$ cat config.mk
export PLATFORM = sky130hd
export DESIGN_NAME = cdbg_top
export DESIGN_NICKNAME = d
export VERILOG_FILES = /design/src/hdl/cdbg_pkg.sv /design/src/hdl/cdbg_top.sv /design/src/hdl/cdbg_dead_counter.sv
export SDC_FILE = /design/constraint.sdc
export NUM_CORES = 1
export LEC_CHECK = 0
export BUFFER_PORTS_ARGS = -buffer_cell sky130_fd_sc_hd__buf_2
export CORE_UTILIZATION = 60
export DETAILED_ROUTE_END_ITERATION = 12
export GPL_TIMING_DRIVEN = 0
export PLACE_DENSITY = 0.8
export SYNTH_ARGS = -nofsm -noshare
export SYNTH_HDL_FRONTEND = slang
export SYNTH_SLANG_ARGS = --single-unit
$ cat constraint.sdc
create_clock -name sys_clk -period 3.3 [get_ports sys_clk]
set_input_delay 0.495 -clock sys_clk [delete_from_list [all_inputs] [get_ports sys_clk]]
set_output_delay 0.495 -clock sys_clk [all_outputs]
set_load 0.01 [all_outputs]
$ cat src/hdl/cdbg_pkg.sv
// cdbg_pkg: shared constants and types of the dead-band generator
package cdbg_pkg;

  // setting and counter width: 6-bit count plus one bit to reach 64
  localparam int unsigned CDBG_SET_W = 7;
  localparam logic [CDBG_SET_W-1:0] CDBG_SET_MAX = 7'h40;
  localparam logic [CDBG_SET_W-1:0] CDBG_CNT_RST = 7'h00;
  localparam logic [CDBG_SET_W-1:0] CDBG_CNT_ONE = 7'h01;

  // unit clock divider default: one tick every sys_clk cycle
  localparam int unsigned CDBG_DIV_DEF = 1;
  localparam int unsigned CDBG_DIV_W = 8;
  localparam logic [CDBG_DIV_W-1:0] CDBG_DIV_RST = 8'h00;
  localparam logic [CDBG_DIV_W-1:0] CDBG_DIV_ONE = 8'h01;

  localparam logic CDBG_OFF = 1'b0;
  localparam logic CDBG_ON = 1'b1;

  typedef logic [CDBG_SET_W-1:0] cdbg_set_t;

  // the complementary drive pair
  typedef struct packed {
    logic first_drive_output;
    logic second_drive_output;
  } cdbg_drive_s;

  // the two delay settings
  typedef struct packed {
    cdbg_set_t rising_delay_setting;
    cdbg_set_t falling_delay_setting;
  } cdbg_delay_s;

  typedef enum logic [4:0] {
    CDBG_ST_IDLE = 5'h01,
    CDBG_ST_RISE_WAIT = 5'h02,
    CDBG_ST_FIRST_ON = 5'h04,
    CDBG_ST_FALL_WAIT = 5'h08,
    CDBG_ST_SECOND_ON = 5'h10
  } cdbg_state_e;

  // limit a setting to the documented top of range
  function automatic cdbg_set_t cdbg_clamp(input cdbg_set_t v);
    cdbg_clamp = (v > CDBG_SET_MAX) ? CDBG_SET_MAX : v;
  endfunction : cdbg_clamp

endpackage : cdbg_pkg

$ cat src/hdl/cdbg_top.sv
// cdbg_top: dead-band insertion for a complementary drive pair
`timescale 1ns/10ps
// Operation
// - two independent 7-bit dead-band counters, one per edge direction.
// - dead band counts unit clock periods from zero up to the setting.
// - input rise turns second output off at once and starts rising count.
// - rising count reaching its setting turns the first output on.
// - rising delay setting gives rising dead band, 0 through 64.
// - a setting of zero turns the opposite output on with no gap.
// - timing always starts from the input edge, never from outputs.
// - input returning early means the pending output never turns on.
// - input fall turns first output off, counts, then second output on.
// - falling delay setting gives falling dead band, 0 through 64.
module cdbg_top
  import cdbg_pkg::*;
#(
  parameter int unsigned CLK_DIV = CDBG_DIV_DEF
) (
  // clock and reset
  input wire logic sys_clk,
  input wire logic rst,
  // input source, from a pin
  input wire logic src_in,
  // delay settings, static configuration
  input wire cdbg_delay_s delay_cfg,
  // drive outputs to the power switch gate drivers
  output cdbg_drive_s drive_out
);

  localparam logic [CDBG_DIV_W-1:0] DIV_LAST =
    CDBG_DIV_W'(CLK_DIV - 1);

  // both outputs off, the safe level after reset
  localparam cdbg_drive_s DRIVE_OFF = '{
    first_drive_output: CDBG_OFF,
    second_drive_output: CDBG_OFF
  };

  // level change tests on the settled input source
  function automatic logic cdbg_rose(
    input logic cur,
    input logic prev
  );
    cdbg_rose = cur && !prev;
  endfunction : cdbg_rose

  function automatic logic cdbg_fell(
    input logic cur,
    input logic prev
  );
    cdbg_fell = !cur && prev;
  endfunction : cdbg_fell

  // a zero setting means no dead band at all
  function automatic logic cdbg_no_gap(input cdbg_set_t lim);
    cdbg_no_gap = (lim == CDBG_CNT_RST);
  endfunction : cdbg_no_gap

  // state entered on an edge: straight to on, or into the wait
  function automatic cdbg_state_e cdbg_edge_state(
    input cdbg_set_t lim,
    input cdbg_state_e on_st,
    input cdbg_state_e wait_st
  );
    cdbg_edge_state = cdbg_no_gap(lim) ? on_st : wait_st;
  endfunction : cdbg_edge_state

  // drive pair from the two levels
  function automatic cdbg_drive_s cdbg_pair(
    input logic first,
    input logic second
  );
    cdbg_pair = '{first_drive_output: first,
                  second_drive_output: second};
  endfunction : cdbg_pair

  typedef struct packed {
    logic sync1;
    logic sync2;
    logic src_prev;
    logic [CDBG_DIV_W-1:0] div;
    cdbg_state_e state;
    cdbg_drive_s drive;
  } cdbg_top_s;

  // whole state after reset: input seen low, divider at zero, both off
  localparam cdbg_top_s ST_RST = '{
    sync1: 1'b0,
    sync2: 1'b0,
    src_prev: 1'b0,
    div: CDBG_DIV_RST,
    state: CDBG_ST_IDLE,
    drive: DRIVE_OFF
  };

  cdbg_top_s st_ff;
  cdbg_top_s nxt_st;

  logic rise_edge;
  logic fall_edge;
  logic tick;
  logic rise_done;
  logic fall_done;
  cdbg_set_t rise_lim;
  cdbg_set_t fall_lim;
  logic rise_run;
  logic fall_run;

  // edges of the synchronised input source
  assign rise_edge = cdbg_rose(st_ff.sync2, st_ff.src_prev);
  assign fall_edge = cdbg_fell(st_ff.sync2, st_ff.src_prev);
  // unit clock tick from the divider
  assign tick = (st_ff.div == DIV_LAST);
  assign rise_lim = cdbg_clamp(delay_cfg.rising_delay_setting);
  assign fall_lim = cdbg_clamp(delay_cfg.falling_delay_setting);
  assign drive_out = st_ff.drive;
  // each counter only runs while its own dead band is pending
  assign rise_run = (st_ff.state == CDBG_ST_RISE_WAIT);
  assign fall_run = (st_ff.state == CDBG_ST_FALL_WAIT);

  // rising and falling counters, independent of each other
  cdbg_dead_counter u_rise_cnt (
    .sys_clk(sys_clk),
    .rst(rst),
    .clr(rise_edge),
    .run(rise_run),
    .tick(tick),
    .limit(rise_lim),
    .done(rise_done)
  );

  cdbg_dead_counter u_fall_cnt (
    .sys_clk(sys_clk),
    .rst(rst),
    .clr(fall_edge),
    .run(fall_run),
    .tick(tick),
    .limit(fall_lim),
    .done(fall_done)
  );

  // next value of the whole block state
  always_comb begin
    nxt_st = st_ff;

    // two flops against metastability, then the edge history
    nxt_st.sync1 = src_in;
    nxt_st.sync2 = st_ff.sync1;
    nxt_st.src_prev = st_ff.sync2;

    // free-running divider makes the unit clock tick
    if (tick) begin
      nxt_st.div = CDBG_DIV_RST;
    end else begin
      nxt_st.div = CDBG_DIV_W'(st_ff.div + CDBG_DIV_ONE);
    end

    if (rise_edge) begin
      // new edge overrides any pending fall
      nxt_st.drive.second_drive_output = CDBG_OFF;
      nxt_st.state = cdbg_edge_state(rise_lim, CDBG_ST_FIRST_ON,
                                     CDBG_ST_RISE_WAIT);
      if (cdbg_no_gap(rise_lim)) begin
        nxt_st.drive.first_drive_output = CDBG_ON;
      end else begin
        nxt_st.drive.first_drive_output = CDBG_OFF;
      end
    end else if (fall_edge) begin
      nxt_st.drive.first_drive_output = CDBG_OFF;
      nxt_st.state = cdbg_edge_state(fall_lim, CDBG_ST_SECOND_ON,
                                     CDBG_ST_FALL_WAIT);
      if (cdbg_no_gap(fall_lim)) begin
        nxt_st.drive.second_drive_output = CDBG_ON;
      end else begin
        nxt_st.drive.second_drive_output = CDBG_OFF;
      end
    end else begin
      case (st_ff.state)
        CDBG_ST_RISE_WAIT: begin
          if (rise_done) begin
            nxt_st.drive.first_drive_output = CDBG_ON;
            nxt_st.state = CDBG_ST_FIRST_ON;
          end else begin
            nxt_st.drive = DRIVE_OFF;
          end
        end
        CDBG_ST_FALL_WAIT: begin
          if (fall_done) begin
            nxt_st.drive.second_drive_output = CDBG_ON;
            nxt_st.state = CDBG_ST_SECOND_ON;
          end else begin
            nxt_st.drive = DRIVE_OFF;
          end
        end
        CDBG_ST_IDLE: begin
          // both off after reset until the first edge
          nxt_st.drive = DRIVE_OFF;
          nxt_st.state = CDBG_ST_IDLE;
        end
        CDBG_ST_FIRST_ON: begin
          // first holds until the next fall
          nxt_st.drive = cdbg_pair(CDBG_ON, CDBG_OFF);
          nxt_st.state = CDBG_ST_FIRST_ON;
        end
        CDBG_ST_SECOND_ON: begin
          nxt_st.drive = cdbg_pair(CDBG_OFF, CDBG_ON);
          nxt_st.state = CDBG_ST_SECOND_ON;
        end
        default: begin
          nxt_st.state = CDBG_ST_IDLE;
          nxt_st.drive = DRIVE_OFF;
        end
      endcase
    end
  end

  // one register for all state
  always_ff @(posedge sys_clk or posedge rst) begin
    if (rst) begin
      st_ff <= ST_RST;
    end else begin
      st_ff <= nxt_st;
    end
  end

endmodule : cdbg_top

$ cat src/hdl/cdbg_dead_counter.sv
// cdbg_dead_counter: one dead-band counter, counting unit clock ticks
`timescale 1ns/10ps
module cdbg_dead_counter
  import cdbg_pkg::*;
(
  // clock and reset
  input wire logic sys_clk,
  input wire logic rst,
  // control
  input wire logic clr,
  input wire logic run,
  input wire logic tick,
  input wire cdbg_set_t limit,
  // result
  output logic done
);

  typedef struct packed {
    cdbg_set_t cnt;
  } cdbg_cnt_s;

  cdbg_cnt_s st_ff;
  cdbg_cnt_s nxt_st;

  // done on the tick that brings the count up to the limit
  assign done = run && tick &&
    (cdbg_set_t'(st_ff.cnt + CDBG_CNT_ONE) == limit);

  always_comb begin
    nxt_st = st_ff;
    if (clr) begin
      nxt_st.cnt = CDBG_CNT_RST;
    end else if (run && tick && !done) begin
      nxt_st.cnt = cdbg_set_t'(st_ff.cnt + CDBG_CNT_ONE);
    end
  end

  always_ff @(posedge sys_clk or posedge rst) begin
    if (rst) begin
      st_ff <= '{cnt: CDBG_CNT_RST};
    end else begin
      st_ff <= nxt_st;
    end
  end

endmodule : cdbg_dead_counter

==> flow_summary.yaml, run 1 <==
placement:
  gp_congestion: 0.886
  port_buffers: 18
  dp_cells: 303
  place_hpwl_mm: 3.38
die:
  die_area_um2: 3970
  rows: 21
  ios: 19
  initial_core_util_pct: 65.0
  core_area_um2: 3440
  die_x_um: 63.0
  die_h_um: 63.0
setup_path:
  crit_fanout: 8
  cp.arrival_ps: 3030
  cp_data_required_time_ps: 3480
  reg2regPathDepth: 8
  start_kind: "flip-flop"
  reg2reg_slack_ps: 450
  path_class: "reg2reg"
  end_kind: "flip-flop"
logic_synthesis:
  avgSynthCellArea_um2: 9.36
  synth_area_leaders: "dfrtp_1, xnor2_1, nor2_1"
  synth_top_area_cell: "dfrtp_1"
  synthArstFlopShare_pct: 100
  synth_commonest_cells: "dfrtp_1, nor2_1, nand2_1"
  ys_types: 65
  yosysMostFrequentCell: "dfrtp_1"
  synth_nets: 262
  ys_seq_area_share_pct: 35.9
  synth_area_um2: 2240
  ys.flop_type: "dfrtp_1"
  yosysWarnings: 0
  ys_seq_elements: 32
  synth_cells: 239
  synth_edf_count: 0
  yosysTopAreaCellShare_pct: 34.7
hold_path:
  min_path_type: "in2reg"
  hold_depth: 1
cts:
  clockBufferDepth: 2
  cts.repair.resized: 0
  cts_hold_buf: 0
  cts_made_buffers: 5
  worstSkewPairLatency_ps: 270
  cts_tree: "yes"
  htreeDepth: 2
  clock_sinks: 32
  post_cts_buffers: 0
  clk_pin_slew_worst_paths_ps: 60
  clock-root-buffer: "clkbuf_8"
timing:
  grt_setup_unrepaired: "false"
  setup_violations: 0
  min_period_ps: 2850
  max_clock_freq_mhz: 351
  fin_skew_ps: 5.03
  slew_viol_final: 0
  finalSetupTns_ps: 0
  tightest_slew_ps: 1150
  fin_crit_sh_pct: 86.2
  relSlewSlack_pct: 23.1
  hold_viol: 0
cells_and_area:
  fin_util_pct: 72.9
  syn_to_final_growth_pct: 12.3
  n_antenna_cell: 0
  nets: 287
  drive_gt1_share_pct: 20.4
  finalNonFillerCells: 311
grt:
  grt-ovfl-total: 0
  grt_pass1_wl_mm: 8.27
  grt_pass1_vias: 1841
  groute.usage.overall_pct: 26.4
  grtUsageMet3_pct: 5.66
  met1_usage_pct: 34.0
  antenna_found_initial: 0
  grt_start_max_net_pins: 33
  grtUsageMet2_pct: 44.2
  top_usage_layer: "met2"
routing:
  ant_nets: 0
  drtIter0Drc: 131
  first_pass_iters: 5
  via_per_inst: 5.99
  vias: 1864
  wire_per_inst_um: 14.6
  wirelength_mm: 4.53
  drc: 0
pwr:
  power_density_nw_per_um2: 428
  ir_worst_vdd_mv: 0.441
  p_leak_nw: 1.08
run:
  maxCapViolCount: 0
run_status:
  status: "finished clean"
## state kept, by name (all words and copies together), names as in the netlist
name	flops
drive_out	2
nxt_st	2
st_ff	14
u_fall_cnt.st_ff	7
u_rise_cnt.st_ff	7
## critical path, stage by stage, from the launching register on
cell and delay, ps:
dfrtp_1 440, ha_1 240, nand3_1 270, o21ai_1 220
or4b_1 450, a221o_1 450, nor3_4 300, nor2_1 130
nor4b_4 250
## cells in the final DEF, fill, tap and decap left out, types with 3 or more instances in the layout
cell / synthesis / routed
dfrtp_1: 31 / 31
nor2_1: 24 / 24
nand2_1: 20 / 20
xnor2_1: 18 / 18
buf_2: 0 / 18
inv_1: 12 / 12
nand3_1: 11 / 11
xor2_1: 9 / 9
clkbuf_8: 1 / 8
o21ai_0: 7 / 7
nor3_1: 7 / 7
mux2i_1: 7 / 7
a21oi_1: 6 / 6
ha_1: 6 / 6
and3_1: 4 / 4
nor4_1: 4 / 4
nor2b_1: 4 / 4
clkbuf_1: 3 / 3
a211oi_1: 3 / 3
or4_1: 3 / 3
nand3b_1: 3 / 3
o2111ai_1: 3 / 3
## through the flow
stage / instance area, µm² / power (mW) / worst slack [ps] / hold WS, ps
final: 2510 / 1.07 / 454 / 325
after global routing: 2510 / 1.14 / 272 / 308
after CTS: 2510 / 1.08 / 450 / 315
after detailed placement: 2380 / 0.678 / 482 / 335
after global placement: 2380 / 0.669 / 576 / 334
after floorplan: 2240 / 0.623 / 783 / 331
## path summary, 6_finish.rpt
check | startpoint | end
setup / recovery | u_fall_cnt.st_ff[0] | st_ff[6]
hold / removal | src_in | nxt_st[16]
setup reg to reg | u_fall_cnt.st_ff[0] | st_ff[6]
hold reg to reg | nxt_st[16] | nxt_st[15]
max in group asynchronous | rst | st_ff[10]
min in group asynchronous | rst | u_rise_cnt.st_ff[4]
## kinds of logic (layout without fill, tap and decap cells)
logic type	Yosys count	in the layout	synth area share (%)
XOR/XNOR	27	27	10.6
buffers and inverters	20	46	4.81
AO/OA/AOI/OAI	46	46	16.5
adder cells (fa/ha/maj)	6	6	3.36
AND/OR/NAND/NOR	101	101	25.7
multiplexers	7	7	3.13
flip-flops	32	32	35.9
## metal layers
metal / part of all wire [%] / routed length, µm / up-vias
met4: 0.51 / 23 / 0
li1: - / - / 912
met5: 0 / 0 / -
met3: 3.4 / 156 / 2
met1: 45 / 2020 / 913
met2: 51 / 2330 / 37
## layout make-up
type | count | area (µm²)
sequential | 32 | 802
buffer | 8 | 62.6
clock buffer | 7 | 96.3
inverter | 12 | 45.0
clock inverter | 1 | 30.0
multi-input combinational | 187 | 1330
timing repair buffer | 18 | 90.1
tap | 46 | 57.6
fill | 258 | 932
## power breakdown
group,internal (mW),switching [mW]
Combinational,0.0992,0.125
Sequential,0.417,0.0330
Clock,0.266,0.134
No activity file was read; power rests on OpenSTA's default activity.
==> inputs of run 2 (changes only) <==
--- a/config.mk
+++ b/config.mk
@@ -9,7 +9,7 @@
 export CORE_UTILIZATION = 60
 export DETAILED_ROUTE_END_ITERATION = 12
 export GPL_TIMING_DRIVEN = 0
-export PLACE_DENSITY = 0.8
+export PLACE_DENSITY = 0.83
 export SYNTH_ARGS = -nofsm -noshare
 export SYNTH_HDL_FRONTEND = slang
 export SYNTH_SLANG_ARGS = --single-unit
==> flow_summary.yaml, run 2 (synthesis results as in run 1) <==
cts:
  clk_pin_slew_worst_paths_ps: 70
  post_cts_buffers: 0
  cts_hold_buf: 0
  worstSkewPairLatency_ps: 280
  clockBufferDepth: 2
  clock-root-buffer: "clkbuf_8"
  cts_made_buffers: 5
  clock_sinks: 32
  cts_tree: "yes"
  htreeDepth: 2
  cts.repair.resized: 0
die:
  ios: 19
  die_x_um: 63.0
  core_area_um2: 3440
  die_h_um: 63.0
  initial_core_util_pct: 65.0
  rows: 21
  die_area_um2: 3970
cells_and_area:
  largest_reg_flops: 14
  finalNonFillerCells: 311
  n_antenna_cell: 0
  drive_gt1_share_pct: 20.0
  reg_top3: "st_ff: 14 flops, u_fall_cnt.st_ff: 7 flops, u_rise_cnt.st_ff: 7 flops"
  syn_to_final_growth_pct: 11.4
  largest-register: "st_ff"
  final_common_cell: "dfrtp_1"
  nets: 287
  layout_common_cells: "dfrtp_1, nor2_1, nand2_1"
setup_path:
  reg2regPathDepth: 8
  reg2reg_slack_ps: 420
  crit_fanout: 8
  cp_data_required_time_ps: 3470
  r2r_start: "u_fall_cnt.st_ff[0]"
  cp.arrival_ps: 3050
  r2r-end: "u_fall_cnt.st_ff[1]"
  path_class: "reg2reg"
  end_kind: "flip-flop"
  start_kind: "flip-flop"
  timing.critical_path.from: "u_fall_cnt.st_ff[0]"
timing:
  fin_crit_sh_pct: 87.3
  hold_viol: 0
  grt_setup_unrepaired: "false"
  slew_viol_final: 0
  setup_violations: 0
  max_clock_freq_mhz: 347
  fin_ws_ps: 420
  holdWs_ps: 320
  finalSetupTns_ps: 0
  relSlewSlack_pct: 23.0
  fin_skew_ps: 9.44
  tightest_slew_ps: 1150
  min_period_ps: 2880
hold_path:
  hold_depth: 1
  min_path_type: "in2reg"
  hold_start: "src_in"
  whs_endpoint: "nxt_st[16]"
grt:
  grt-ovfl-total: 0
  grt_start_max_net_pins: 33
  grt_pass1_vias: 1790
  antenna_found_initial: 0
  grt_pass1_wl_mm: 7.89
  groute.usage.overall_pct: 24.9
routing:
  via_per_inst: 5.83
  vias: 1812
  drc: 0
  drtIter0Drc: 98
  wire_per_inst_um: 13.8
  wirelength_mm: 4.29
  first_pass_iters: 6
  ant_nets: 0
placement:
  gp_congestion: 0.822
  dp_slack_ps: 465
  dp_cells: 303
  place_hpwl_mm: 3.21
  port_buffers: 18
pwr:
  p_leak_nw: 1.07
  power_density_nw_per_um2: 414
  power.total_mw: 1.03
  ir_worst_vdd_mv: 0.416
run:
  maxCapViolCount: 0
run_status:
  status: "finished clean"
## run 2: cell types whose count changed in the layout (fill, tap and decap cells not counted)
cell,delta
clkbuf_1,+1
clkbuf_8,-2
clkinv_2,+1
## run 2: worst max-delay path by stage
stage	end	slack, ps
global route	u_fall_cnt.st_ff[1]	230
detailed placement	u_fall_cnt.st_ff[1]	470
global placement	st_ff[6]	570
floorplan	st_ff[6]	780
CTS	u_fall_cnt.st_ff[1]	450
finish	u_fall_cnt.st_ff[1]	420
## run 2: worst max-delay path, cell delays in order (launching register included)
cell,delay [ps]
dfrtp_1,450
ha_1,250
nand3_1,290
o21ai_1,210
or4b_1,450
a221o_1,460
o21bai_2,360
mux2i_1,220
nor2_1,60
## run 2: per-stage QoR
step	util, %	instance area, µm²
floorplan	-	2240
global placement	69.2	2380
detailed placement	69.2	2380
CTS	72.4	2490
global route	72.4	2490
finish	72.4	2490
## run 2: cell type report
class,count,area (µm²)
Buffer,8,62.6
Clock buffer,6,72.6
Clock inverter,2,35.0
Fill cell,277,951
Inverter,12,45.0
Multi-Input combinational cell,187,1330
Sequential cell,32,802
Tap cell,46,57.6
Timing Repair Buffer,18,90.1
## run 2: report_power, final
group	internal (mW)	switching [mW]	total (mW)
Combinational	0.0993	0.122	0.221
Clock	0.224	0.137	0.360
Sequential	0.416	0.0321	0.449
## run 2: layer usage
layer | GRT usage, % | vias to the layer above | wire length (µm)
met5 | 0 | - | 0
met4 | 8.72 | 0 | 61
met3 | 4.56 | 9 | 137
met2 | 40.6 | 38 | 2060
met1 | 33.0 | 842 | 2030
li1 | - | 923 | -
==> inputs of run 3 (changes only) <==
--- a/config.mk
+++ b/config.mk
@@ -6,10 +6,10 @@
 export NUM_CORES = 1
 export LEC_CHECK = 0
 export BUFFER_PORTS_ARGS = -buffer_cell sky130_fd_sc_hd__buf_2
-export CORE_UTILIZATION = 60
+export CORE_UTILIZATION = 45
 export DETAILED_ROUTE_END_ITERATION = 12
 export GPL_TIMING_DRIVEN = 0
-export PLACE_DENSITY = 0.83
+export PLACE_DENSITY = 0.66
 export SYNTH_ARGS = -nofsm -noshare
 export SYNTH_HDL_FRONTEND = slang
 export SYNTH_SLANG_ARGS = --single-unit
==> constraint.sdc (replaced) <==
create_clock -name sys_clk -period 3.3 [get_ports sys_clk]
set_input_delay 0 -clock sys_clk [delete_from_list [all_inputs] [get_ports sys_clk]]
set_output_delay 0 -clock sys_clk [all_outputs]
set_load 0.01 [all_outputs]
==> flow_summary.yaml, run 3 (synthesis results as in run 1) <==
timing:
  relSlewSlack_pct: 61.7
  grt_setup_unrepaired: "false"
  min_period_ps: 2850
  tightest_slew_ps: 567
  setup_violations: 0
  hold_viol: 0
  max_clock_freq_mhz: 351
  fin_crit_sh_pct: 86.3
  finalSetupTns_ps: 0
  holdWs_ps: 94.3
  slew_viol_final: 0
  fin_skew_ps: 12.7
run_status:
  status: "finished clean"
placement:
  gp_congestion: 0.767
  place_hpwl_mm: 3.21
  dp_cells: 324
  place_area_um2: 2410
  port_buffers: 18
routing:
  wl_met3_um: 127
  first_pass_iters: 4
  wl_met1_mm: 2.08
  wirelength_mm: 4.30
  top_layer: "met4"
  ant_nets: 0
  via_per_inst: 5.38
  vias: 1801
  drtIter0Drc: 66
  wl_met2_mm: 2.02
  drc: 0
  wire_per_inst_um: 12.8
cells_and_area:
  finalNonFillerCells: 335
  largest-register: "st_ff"
  fin_area_um2: 2540
  reg_top3: "st_ff: 14 flops, u_fall_cnt.st_ff: 7 flops, u_rise_cnt.st_ff: 7 flops"
  nets: 290
  drive_gt1_share_pct: 19.8
  n_antenna_cell: 0
  syn_to_final_growth_pct: 13.5
  layout.area.seq_um2: 802
  layout_common_cells: "dfrtp_1, nor2_1, nand2_1"
  nFillCells: 461
  final_common_cell: "dfrtp_1"
  multi_input_area_um2: 1330
  largest_reg_flops: 14
die:
  rows: 25
  ios: 19
  die_x_um: 72.5
  initial_core_util_pct: 47.0
  core_area_um2: 4750
  die_area_um2: 5250
  die_h_um: 72.5
grt:
  grt_pass1_wl_mm: 7.41
  grt_pass1_vias: 1684
  grt_start_max_net_pins: 33
  groute.usage.overall_pct: 18.2
  antenna_found_initial: 0
  grt-ovfl-total: 0
pwr:
  internal_power_mw: 0.668
  seq_power_share_pct: 46.4
  ir_worst_vdd_mv: 0.267
  power_density_nw_per_um2: 382
  share_comb_of_total_power_pct: 23.4
  pwr-share-clk_pct: 30.3
  swShare_pct: 31.0
  power.switching_mw: 0.301
  p_leak_nw: 1.08
cts:
  htreeDepth: 2
  worstSkewPairLatency_ps: 290
  cts.repair.resized: 0
  clock_sinks: 32
  cts_tree: "yes"
  clockBufferDepth: 2
  cts_made_buffers: 5
  clock-root-buffer: "clkbuf_8"
  clk_pin_slew_worst_paths_ps: 70
setup_path:
  cp_cell_sequence: "ha_1 -> nand3_1 -> o21ai_1 -> or4b_1 -> a221o_1 -> nor3_4 -> nor2_1 -> nor4b_4"
  cp.arrival_ps: 3040
  reg2regPathDepth: 8
  cp_data_required_time_ps: 3500
  end_kind: "flip-flop"
  crit_fanout: 8
  cp_slowest_cell: "dfrtp_1"
  start_kind: "flip-flop"
  path_class: "reg2reg"
  cpPeakStageDelay_ps: 460
run:
  maxCapViolCount: 0
hold_path:
  hold_depth: 4
  min_path_type: "in2reg"
==> run 3: worst paths after layout <==
kind / slack (ps) / to / startpoint
max in group asynchronous: 2560 / st_ff[2] / rst
min in group asynchronous: 220 / u_fall_cnt.st_ff[1] / rst
setup / recovery: 450 / st_ff[6] / u_fall_cnt.st_ff[0]
hold / removal: 90 / drive_out[1] / delay_cfg[7]
hold reg to reg: 370 / nxt_st[15] / nxt_st[16]
setup reg to reg: 450 / st_ff[6] / u_fall_cnt.st_ff[0]
==> run 3: through the flow <==
step / setup slack, ps / power [mW] / utilization, %
final: 453 / 0.969 / 53.4
after global routing: 307 / 1.02 / 53.4
after CTS: 452 / 0.974 / 52.6
after detailed placement: 492 / 0.677 / 50.7
after global placement: 525 / 0.672 / 50.7
after floorplan: 783 / 0.623 / -
==> run 3: routing by layer <==
layer	GRT usage [%]	vias to the layer above
met5	0	-
met4	7.84	0
met3	3.33	8
met2	29.7	27
met1	23.8	846
li1	-	920
==> run 3: repair_timing <==
item | 4_1_cts | 5_1_grt
hold buffers | 1 | 1
hold endpoints to repair | 1 | 7
buffers inserted | 0 | 0
==> run 3: layout make-up <==
class | instances | area share [%]
Tap cell | 67 | 3.30
Multi-Input combinational cell | 187 | 52.2
Timing Repair Buffer | 21 | 5.42
Clock buffer | 7 | 3.01
Sequential cell | 32 | 31.6
Buffer | 8 | 2.46
Inverter | 12 | 1.77
Clock inverter | 1 | 0.197
==> run 3: power groups by stage <==
| stage | registers [mW] | clock network [mW] | logic, mW |
|---|---|---|---|
| 2_1_floorplan | 0.449 | 0 | 0.174 |
| 3_3_place_gp | 0.454 | 0 | 0.218 |
| 3_5_place_dp | 0.456 | 0 | 0.221 |
| 4_1_cts | 0.449 | 0.302 | 0.223 |
| 5_1_grt | 0.452 | 0.318 | 0.253 |
| 6_report | 0.449 | 0.293 | 0.227 |
==> run 3: critical path, delay by kind of cell (launching register included) <==
kind / cells / cell delay (ps)
AOI/OAI and AO/OA: 2 / 640
and+or+nand+nor: 5 / 1390
DFF: 1 / 460
adders and majority gates: 1 / 260
